`src/shared/bcf_pkg.sv`:
```
// field positions, reset values and join orders for the branch and condition-register field extractor
package bcf_pkg;
    // big-endian bit numbers: bit 0 is the msb of the word
    localparam int BCF_WORD_W = 32;
    localparam int BCF_OPC_FIRST = 0;
    localparam int BCF_OPC_LAST = 5;
    localparam int BCF_SEL_A_FIRST = 11;
    localparam int BCF_SEL_A_LAST = 15;
    localparam int BCF_SEL_B_FIRST = 16;
    localparam int BCF_SEL_B_LAST = 20;
    localparam int BCF_ABS_FLAG_BIT = 30;
    localparam int BCF_DISP_FIRST = 16;
    localparam int BCF_DISP_LAST = 29;
    localparam int BCF_LONG_OFS_FIRST = 6;
    localparam int BCF_LONG_OFS_LAST = 29;
    localparam int BCF_COND_SEL_FIRST = 11;
    localparam int BCF_COND_SEL_LAST = 15;
    localparam int BCF_OPTS_FIRST = 6;
    localparam int BCF_OPTS_LAST = 10;
    localparam int BCF_SRC_BIT_A_FIRST = 11;
    localparam int BCF_SRC_BIT_A_LAST = 15;
    localparam int BCF_SRC_BIT_B_FIRST = 16;
    localparam int BCF_SRC_BIT_B_LAST = 20;
    localparam int BCF_DEST_BIT_FIRST = 6;
    localparam int BCF_DEST_BIT_LAST = 10;
    localparam int BCF_DEST_FLD_FIRST = 6;
    localparam int BCF_DEST_FLD_LAST = 8;
    localparam int BCF_SRC_FLD_FIRST = 11;
    localparam int BCF_SRC_FLD_LAST = 13;
    localparam int BCF_ROT_FIRST = 16;
    localparam int BCF_ROT_LAST = 20;
    localparam int BCF_ROT_EXT_BIT = 30;
    localparam int BCF_MBEG_FIRST = 21;
    localparam int BCF_MBEG_LAST = 25;
    localparam int BCF_MBEG_EXT_BIT = 26;
    localparam int BCF_MEND_FIRST = 26;
    localparam int BCF_MEND_LAST = 30;
    localparam int BCF_MEND_EXT_BIT = 21;
    // address alignment: instructions are four bytes
    localparam logic [31:0] BCF_ALIGN_MASK = 32'hffff_fffc;
    // time base selector codes, plain defaults
    localparam logic [9:0] BCF_TB_LOW_CODE = 10'h001;
    localparam logic [9:0] BCF_TB_HIGH_CODE = 10'h002;
    // reset values
    localparam logic [31:0] BCF_RST_WORD = 32'h0000_0000;
    localparam logic [9:0] BCF_RST_SEL = 10'h000;
    localparam logic [5:0] BCF_RST_SIX = 6'h00;
    localparam logic [4:0] BCF_RST_FIVE = 5'h00;
    localparam logic [2:0] BCF_RST_THREE = 3'h0;

    // order in which the two pieces of a split field are joined
    typedef enum logic {
        BCF_JOIN_LTR = 1'b0,
        BCF_JOIN_SWAP = 1'b1
    } bcf_join_t;
endpackage : bcf_pkg

```
`src/core/bcf_extract.sv`:
```
// registered field extraction for branch and condition-register instructions
// How it works
// - lowercase split fields join pieces left to right
// - uppercase split fields join in selectable order
// - bits 11-20 give the special-register selector
// - bits 11-20 give the time-base half selector
// - flag clear: target is offset plus address
// - flag set: target is sign-extended offset only
// - bits 16-29 append 00, sign-extend to 32
// - bits 11-15 pick tested condition bit
// - bits 6-10 are the branch options field
// - bits 11-15 and 16-20 are source bits
// - bits 6-10 pick destination bit
// - bits 6-8 pick destination field
// - bits 11-13 pick source field
// - bits 0-5 are always the primary opcode
// - low two address bits ignored, targets aligned
// - nonzero reserved or wrong fixed field: invalid
`timescale 1ns/1ps

module bcf_extract (
    // clock and reset
    input wire logic core_clk,
    input wire logic rst_n,
    // instruction from fetch
    input wire logic in_valid,
    input wire logic [31:0] instr_word,
    input wire logic [31:0] current_instr_address,
    // per-instruction hints from the opcode decoder
    input wire logic long_branch_form,
    input wire bcf_pkg::bcf_join_t split_order,
    input wire logic [31:0] reserved_mask,
    input wire logic [31:0] fixed_mask,
    input wire logic [31:0] fixed_value,
    // decoded fields
    output logic out_valid,
    output logic [5:0] primary_opcode,
    output logic [9:0] spr_selector,
    output logic [9:0] timebase_selector,
    output logic timebase_low_word,
    output logic timebase_high_word,
    output logic absolute_address_flag,
    output logic [31:0] branch_displacement,
    output logic [31:0] long_branch_offset,
    output logic [31:0] branch_target,
    output logic [4:0] branch_condition_selector,
    output logic [4:0] branch_options_field,
    output logic [4:0] cond_src_bit_a,
    output logic [4:0] cond_src_bit_b,
    output logic [4:0] cond_dest_bit,
    output logic [2:0] cond_dest_field,
    output logic [2:0] cond_src_field,
    output logic [5:0] rotate_count,
    output logic [5:0] mask_begin,
    output logic [5:0] mask_end,
    output logic invalid_form
);
    import bcf_pkg::*;

    // big-endian field pick, right-aligned in the result
    function automatic logic [31:0] fld(
        input logic [31:0] word,
        input int first,
        input int last
    );
        logic [31:0] ones;
        ones = 32'hffff_ffff >> (31 - (last - first));
        fld = (word >> (31 - last)) & ones;
    endfunction : fld

    // one big-endian bit
    function automatic logic bit_at(
        input logic [31:0] word,
        input int pos
    );
        bit_at = word[31 - pos];
    endfunction : bit_at

    // join a five-bit piece with a second piece
    function automatic logic [9:0] join_ten(
        input logic [4:0] first_piece,
        input logic [4:0] second_piece,
        input bcf_join_t order
    );
        if (order == BCF_JOIN_SWAP) begin
            join_ten = {second_piece, first_piece};
        end else begin
            join_ten = {first_piece, second_piece};
        end
    endfunction : join_ten

    // six-bit uppercase field from five bits plus one
    function automatic logic [5:0] join_six(
        input logic [4:0] body,
        input logic ext,
        input bcf_join_t order
    );
        if (order == BCF_JOIN_SWAP) begin
            join_six = {ext, body};
        end else begin
            join_six = {body, ext};
        end
    endfunction : join_six

    // next values
    logic next_out_valid;
    logic [5:0] next_primary_opcode;
    logic [9:0] next_spr_selector;
    logic [9:0] next_timebase_selector;
    logic next_timebase_low_word;
    logic next_timebase_high_word;
    logic next_absolute_address_flag;
    logic [31:0] next_branch_displacement;
    logic [31:0] next_long_branch_offset;
    logic [31:0] next_branch_target;
    logic [4:0] next_branch_condition_selector;
    logic [4:0] next_branch_options_field;
    logic [4:0] next_cond_src_bit_a;
    logic [4:0] next_cond_src_bit_b;
    logic [4:0] next_cond_dest_bit;
    logic [2:0] next_cond_dest_field;
    logic [2:0] next_cond_src_field;
    logic [5:0] next_rotate_count;
    logic [5:0] next_mask_begin;
    logic [5:0] next_mask_end;
    logic next_invalid_form;

    // shift in two zero bits, then copy the field's top bit upward
    function automatic logic [31:0] word_offset(
        input logic [31:0] raw_field,
        input int width
    );
        logic [31:0] upper;
        if (raw_field[width - 1]) begin
            upper = 32'hffff_ffff << (width + 2);
        end else begin
            upper = 32'h0000_0000;
        end
        word_offset = (raw_field << 2) | upper;
    endfunction : word_offset

    // raw pieces
    logic [4:0] sel_a;
    logic [4:0] sel_b;
    logic [13:0] disp_raw;
    logic [23:0] long_raw;
    logic [31:0] offset;
    logic [31:0] base_addr;
    logic [31:0] target_sum;
    logic [4:0] rot_body;
    logic rot_ext;
    logic [4:0] mbeg_body;
    logic mbeg_ext;
    logic [4:0] mend_body;
    logic mend_ext;
    logic reserved_hit;
    logic fixed_miss;

    // control, opcode and register selectors
    always_comb begin
        sel_a = 5'(fld(instr_word, BCF_SEL_A_FIRST, BCF_SEL_A_LAST));
        sel_b = 5'(fld(instr_word, BCF_SEL_B_FIRST, BCF_SEL_B_LAST));
        next_out_valid = in_valid;
        next_primary_opcode = 6'(fld(instr_word, BCF_OPC_FIRST, BCF_OPC_LAST));

        // both selectors share bits 11-20, joined left to right
        next_spr_selector = join_ten(sel_a, sel_b, BCF_JOIN_LTR);
        next_timebase_selector = join_ten(sel_a, sel_b, BCF_JOIN_LTR);
        // unknown codes select neither half
        if (next_timebase_selector == BCF_TB_LOW_CODE) begin
            next_timebase_low_word = 1'b1;
            next_timebase_high_word = 1'b0;
        end else if (next_timebase_selector == BCF_TB_HIGH_CODE) begin
            next_timebase_low_word = 1'b0;
            next_timebase_high_word = 1'b1;
        end else begin
            next_timebase_low_word = 1'b0;
            next_timebase_high_word = 1'b0;
        end
    end

    // branch offsets and target
    always_comb begin
        disp_raw = 14'(fld(instr_word, BCF_DISP_FIRST, BCF_DISP_LAST));
        long_raw = 24'(fld(instr_word, BCF_LONG_OFS_FIRST, BCF_LONG_OFS_LAST));
        // the stray low address bits must never reach the adder
        base_addr = current_instr_address & BCF_ALIGN_MASK;

        // displacements carry two zero bits, then sign-extend
        next_branch_displacement = word_offset(32'(disp_raw), $bits(disp_raw));
        next_long_branch_offset = word_offset(32'(long_raw), $bits(long_raw));

        next_absolute_address_flag = bit_at(instr_word, BCF_ABS_FLAG_BIT);
        if (long_branch_form) begin
            offset = next_long_branch_offset;
        end else begin
            offset = next_branch_displacement;
        end
        if (next_absolute_address_flag) begin
            target_sum = offset;
        end else begin
            // wraps modulo 2^32, as the address space does
            target_sum = 32'(base_addr + offset);
        end
        // generated addresses never carry the two low bits
        next_branch_target = target_sum & BCF_ALIGN_MASK;
    end

    // condition-register and branch control fields
    always_comb begin
        next_branch_condition_selector = 5'(fld(instr_word, BCF_COND_SEL_FIRST, BCF_COND_SEL_LAST));
        next_branch_options_field = 5'(fld(instr_word, BCF_OPTS_FIRST, BCF_OPTS_LAST));
        next_cond_src_bit_a = 5'(fld(instr_word, BCF_SRC_BIT_A_FIRST, BCF_SRC_BIT_A_LAST));
        next_cond_src_bit_b = 5'(fld(instr_word, BCF_SRC_BIT_B_FIRST, BCF_SRC_BIT_B_LAST));
        next_cond_dest_bit = 5'(fld(instr_word, BCF_DEST_BIT_FIRST, BCF_DEST_BIT_LAST));
        next_cond_dest_field = 3'(fld(instr_word, BCF_DEST_FLD_FIRST, BCF_DEST_FLD_LAST));
        next_cond_src_field = 3'(fld(instr_word, BCF_SRC_FLD_FIRST, BCF_SRC_FLD_LAST));
    end

    // uppercase split fields and form check
    always_comb begin
        rot_body = 5'(fld(instr_word, BCF_ROT_FIRST, BCF_ROT_LAST));
        rot_ext = bit_at(instr_word, BCF_ROT_EXT_BIT);
        mbeg_body = 5'(fld(instr_word, BCF_MBEG_FIRST, BCF_MBEG_LAST));
        mbeg_ext = bit_at(instr_word, BCF_MBEG_EXT_BIT);
        mend_body = 5'(fld(instr_word, BCF_MEND_FIRST, BCF_MEND_LAST));
        mend_ext = bit_at(instr_word, BCF_MEND_EXT_BIT);
        // order is per instruction, so the opcode decoder supplies it
        next_rotate_count = join_six(rot_body, rot_ext, split_order);
        next_mask_begin = join_six(mbeg_body, mbeg_ext, split_order);
        next_mask_end = join_six(mend_body, mend_ext, split_order);

        // masks come from the opcode decoder; this stage only checks them
        reserved_hit = |(instr_word & reserved_mask);
        fixed_miss = |((instr_word ^ fixed_value) & fixed_mask);
        next_invalid_form = reserved_hit | fixed_miss;
    end

    // registers: control and selectors
    always_ff @(posedge core_clk or negedge rst_n) begin
        if (!rst_n) begin
            out_valid <= 1'b0;
            primary_opcode <= BCF_RST_SIX;
            spr_selector <= BCF_RST_SEL;
            timebase_selector <= BCF_RST_SEL;
            timebase_low_word <= 1'b0;
            timebase_high_word <= 1'b0;
        end else begin
            out_valid <= next_out_valid;
            primary_opcode <= next_primary_opcode;
            spr_selector <= next_spr_selector;
            timebase_selector <= next_timebase_selector;
            timebase_low_word <= next_timebase_low_word;
            timebase_high_word <= next_timebase_high_word;
        end
    end

    // registers: branch offsets and target
    always_ff @(posedge core_clk or negedge rst_n) begin
        if (!rst_n) begin
            absolute_address_flag <= 1'b0;
            branch_displacement <= BCF_RST_WORD;
            long_branch_offset <= BCF_RST_WORD;
            branch_target <= BCF_RST_WORD;
        end else begin
            absolute_address_flag <= next_absolute_address_flag;
            branch_displacement <= next_branch_displacement;
            long_branch_offset <= next_long_branch_offset;
            branch_target <= next_branch_target;
        end
    end

    // registers: condition-register fields
    always_ff @(posedge core_clk or negedge rst_n) begin
        if (!rst_n) begin
            branch_condition_selector <= BCF_RST_FIVE;
            branch_options_field <= BCF_RST_FIVE;
            cond_src_bit_a <= BCF_RST_FIVE;
            cond_src_bit_b <= BCF_RST_FIVE;
            cond_dest_bit <= BCF_RST_FIVE;
            cond_dest_field <= BCF_RST_THREE;
            cond_src_field <= BCF_RST_THREE;
        end else begin
            branch_condition_selector <= next_branch_condition_selector;
            branch_options_field <= next_branch_options_field;
            cond_src_bit_a <= next_cond_src_bit_a;
            cond_src_bit_b <= next_cond_src_bit_b;
            cond_dest_bit <= next_cond_dest_bit;
            cond_dest_field <= next_cond_dest_field;
            cond_src_field <= next_cond_src_field;
        end
    end

    // registers: split fields and form flag
    always_ff @(posedge core_clk or negedge rst_n) begin
        if (!rst_n) begin
            rotate_count <= BCF_RST_SIX;
            mask_begin <= BCF_RST_SIX;
            mask_end <= BCF_RST_SIX;
            invalid_form <= 1'b0;
        end else begin
            rotate_count <= next_rotate_count;
            mask_begin <= next_mask_begin;
            mask_end <= next_mask_end;
            invalid_form <= next_invalid_form;
        end
    end
endmodule : bcf_extract

```
`config.mk`:
```
export PLATFORM = sky130hd
export DESIGN_NAME = bcf_extract
export DESIGN_NICKNAME = d
export VERILOG_FILES = /design/src/shared/bcf_pkg.sv /design/src/core/bcf_extract.sv
export SDC_FILE = /design/constraint.sdc
export NUM_CORES = 1
export LEC_CHECK = 0
export ABC_AREA = 1
export BUFFER_PORTS_ARGS = -buffer_cell sky130_fd_sc_hd__buf_2
export CORE_UTILIZATION = 35
export DETAILED_ROUTE_END_ITERATION = 16
export HOLD_SLACK_MARGIN = 0.08
export PLACE_DENSITY_LB_ADDON = 0.3
export SETUP_SLACK_MARGIN = 0.15
export SLEW_MARGIN = 20
export SYNTH_ARGS = -nofsm -noshare
export SYNTH_HDL_FRONTEND = slang
export SYNTH_SLANG_ARGS = --single-unit
export TNS_END_PERCENT = 30
```
`constraint.sdc`:
```
create_clock -name core_clk -period 0.9 [get_ports core_clk]
set_clock_uncertainty 0.1 [all_clocks]
set_input_delay 0.045 -clock core_clk [delete_from_list [all_inputs] [get_ports core_clk]]
set_output_delay 0.045 -clock core_clk [all_outputs]
set_load 0.01 [all_outputs]
```
==> results.md <==
* Type of the tightest min-delay check: in -> reg
* Fin crit period at 1.42 ns
* Failing checks: negative hold slack, negative setup slack
* Hold Vio Cnt, Final at 19
* Clock Sinks at 83
* I/O pin count at 341
* CTS tree: yes
* Hold Startpoint: instr_word[7]
* WL final at 25900 µm
* Worst-path cell chain: buf_12, inv_12, buf_8, o21ai_4, ha_4, nand2_4, nor2_4, inv_2, o21bai_4, nand2_2, nand3_1, nand2_1, nand3_1, nand2_1
* Global route total overflow at 0
* Routed met1 length at 10300 µm
* Area after DPL at 8700 µm²
* Final #Nets at 1524
* Hold Path Sink: branch_displacement[7]
* Period utilisation layout at 1.58
* Leak at 5.92 nW
* Core area at 17500 µm²
* Slowest cell delay on critical path at 0.31 ns
* CP endpoint kind: flop
* Final Slew Violations at 0
* CP max stage cell: ha_4
* Clock root buffer: clkbuf_16
* Outcome: finished, violations left
* H-tree depth at 3
* Setup TNS at -41.21 ns
* Met2 Wirelength at 13300 µm
* RSZ-0062 raised after global routing: yes
* Ys Warns at 0
* Synth Register Bits at 83
* Initial Utilization at 0.363
* Number of max-cap violations at 0
* Die area at 18700 µm²
* Clock buffer depth at 2
* DRT Pass-1 Iters at 4
* Number of flops mapped to enable cells by yosys at 0
* Layout cell share with drive strength beyond 1 at 0.560
* Clock slew at reported path FFs at 0.06 ns
* Mapped cell area at 6340 µm²
* Hold Slack at -0.0962 ns
* Fin area at 11100 µm²
* Max Clk Rate at 704 MHz
* Final setup vio count at 201
* Vias post-DR at 7343
* Worst setup SP type: input port
* Total GRT Usage at 0.271
* Via density at 4.71
* Crit path buf inv count at 4
* Dpl hpwl at 19900 µm
* First-pass GRT wire length at 37800 µm
* CP delay by family, top: simple AND/OR/NAND/NOR gates
* Site Rows at 48
* Die H at 137 µm
* Initial antenna violation count at 2
* Area Growth Syn to Fin at 75.4%
* Met3 Routed Length at 1380 µm
* Req. time, crit path at 1.03 ns
* Syn_area_per_cell at 6.81 µm²
* Synth Flop Type: dfrtp_1
* CP Data Arrival Time at 1.55 ns
* Final Worst Setup Slack at -0.520 ns
* Pre-CTS setup slack at -1.14 ns
* Iteration-0 DRC Markers at 293
* Synth unique cells at 36
* Sequential-to-total area share from yosys stat at 0.327
* Post-synth ARST share at 1.00
* Die W at 137 µm
* Port Buf Inserts at 332
* Pin count of the biggest net entering global routing at 19
* Pwr per Cell Area at 1240 nW/µm²
* Worst Setup Path Type: in -> reg
* CTS Buf Count at 9
* Uppermost routed layer: met5
* Hold path cells at 2
* Post-route DRC at 0
* Antenna Violating Nets Remaining at 0
* Routability cong. at 0.895
* Vias in the first global route at 7034
* Placed cells at 1499
* Peak VDD IR at 0.948 mV
* Per-cell routed wire length at 16.6 µm
* Non-filler cells in the finished layout at 1560
* Post-synthesis cell count at 932
* Critical path peak fanout at 6
[cell usage after synthesis (all sizes together) (5+ instances only)]
| master | n | area (µm²) |
|---|---|---|
| nand3 | 61 | 325 |
| xor2 | 9 | 78.8 |
| o21ai | 44 | 220 |
| nand4 | 14 | 87.6 |
| or2 | 20 | 125 |
| a22o | 5 | 43.8 |
| inv | 120 | 450 |
| clkbuf | 6 | 23.8 |
| ha | 29 | 363 |
| a21oi | 26 | 134 |
| buf | 97 | 717 |
| nor2 | 59 | 234 |
| xnor2 | 5 | 43.8 |
| dfrtp | 83 | 2080 |
| nand2 | 336 | 1280 |
[cell families after synthesis]
logic type / after synthesis / share of synthesized area
AOI/OAI and AO/OA: 83 / 0.0732
buffers and inverters: 223 / 0.188
other: 1 / 0.000591
DFF: 83 / 0.327
adders and majority gates: 30 / 0.0603
and+or+nand+nor: 498 / 0.331
xor gates and xnor gates: 14 / 0.0193
[power breakdown]
part	total (mW)	internal [mW]	switching (mW)
Sequential	4.23	4.05	0.180
Combinational	6.01	2.87	3.14
Clock	3.56	1.96	1.60
Total	13.8	8.88	4.92
[final cells by class]
type                    instances  area (µm²)
multi-input cells             632        4410
clock inverters                 5        36.3
well taps                     225         282
fillers                      1532        6350
clock buffers                  11         243
diodes                          1        2.50
repair buffers                483        3600
inverters                     120         467
flip-flops and latches         83        2090
[registers in the layout (all words and copies together), names as in the netlist]
| register | flops |
|---|---|
| absolute_address_flag | 1 |
| branch_displacement | 9 |
| branch_options_field | 4 |
| branch_target | 30 |
| invalid_form | 1 |
| long_branch_offset | 2 |
| mask_begin | 6 |
| mask_end | 6 |
| out_valid | 1 |
| primary_opcode | 6 |
| rotate_count | 6 |
| spr_selector | 9 |
| timebase_high_word | 1 |
| timebase_low_word | 1 |
[repair_timing]
action                     CTS  global route
hold buffers                20             2
pin swaps                   78            78
resized for setup          280           137
gates cloned                 4             0
hold endpoints to repair   154            54
setup endpoints to repair  200           207
setup buffers               11             7
[per-stage QoR]
| stage | power (mW) | hold slack [ns] | utilization |
|---|---|---|---|
| final | 13.8 | -0.0962 | 0.637 |
| after global routing | 14.5 | -0.103 | 0.637 |
| after detailed placement | 8.70 | -0.145 | 0.498 |
| after CTS | 13.4 | -0.121 | 0.603 |
| after global placement | 8.67 | -0.149 | 0.498 |
| after floorplan | 6.79 | -0.351 | - |
[layout by cell type (no fill, tap or decap), drive strengths merged]
cell	n
xor2	9
and2	3
fa	1
nor2	59
a21o	1
a221oi	1
clkinvlp	1
nor3	2
o21bai	3
o22a	2
or2	20
clkbuf	11
o21ai	44
ha	29
nand2	337
nor4	2
xnor2	5
nand3	61
dlymetal6s4s	2
nand4	14
inv	121
conb	6
dfrtp	83
o22ai	1
buf	461
a22o	5
a21oi	26
nand3b	1
diode	1
dlygate4sd3	20
clkinv	3
[metal layers]
layer,global-route usage,vias to the layer above
li1,-,3626
met5,0,-
met4,0.0975,2
met2,0.497,238
met3,0.0444,48
met1,0.315,3429
[worst max path at each step]
stage	startpoint	to	slack (ns)	cells past startpoint
floorplan	instr_word[15]	branch_target[25]	-0.71	14
global placement	long_branch_form	branch_target[26]	-1.12	14
detailed placement	long_branch_form	branch_target[26]	-1.14	14
CTS	long_branch_form	branch_target[26]	-0.48	14
global route	long_branch_form	branch_target[31]	-0.60	14
finish	long_branch_form	branch_target[26]	-0.52	14
Note: power is estimated with default switching activity, not from simulation.
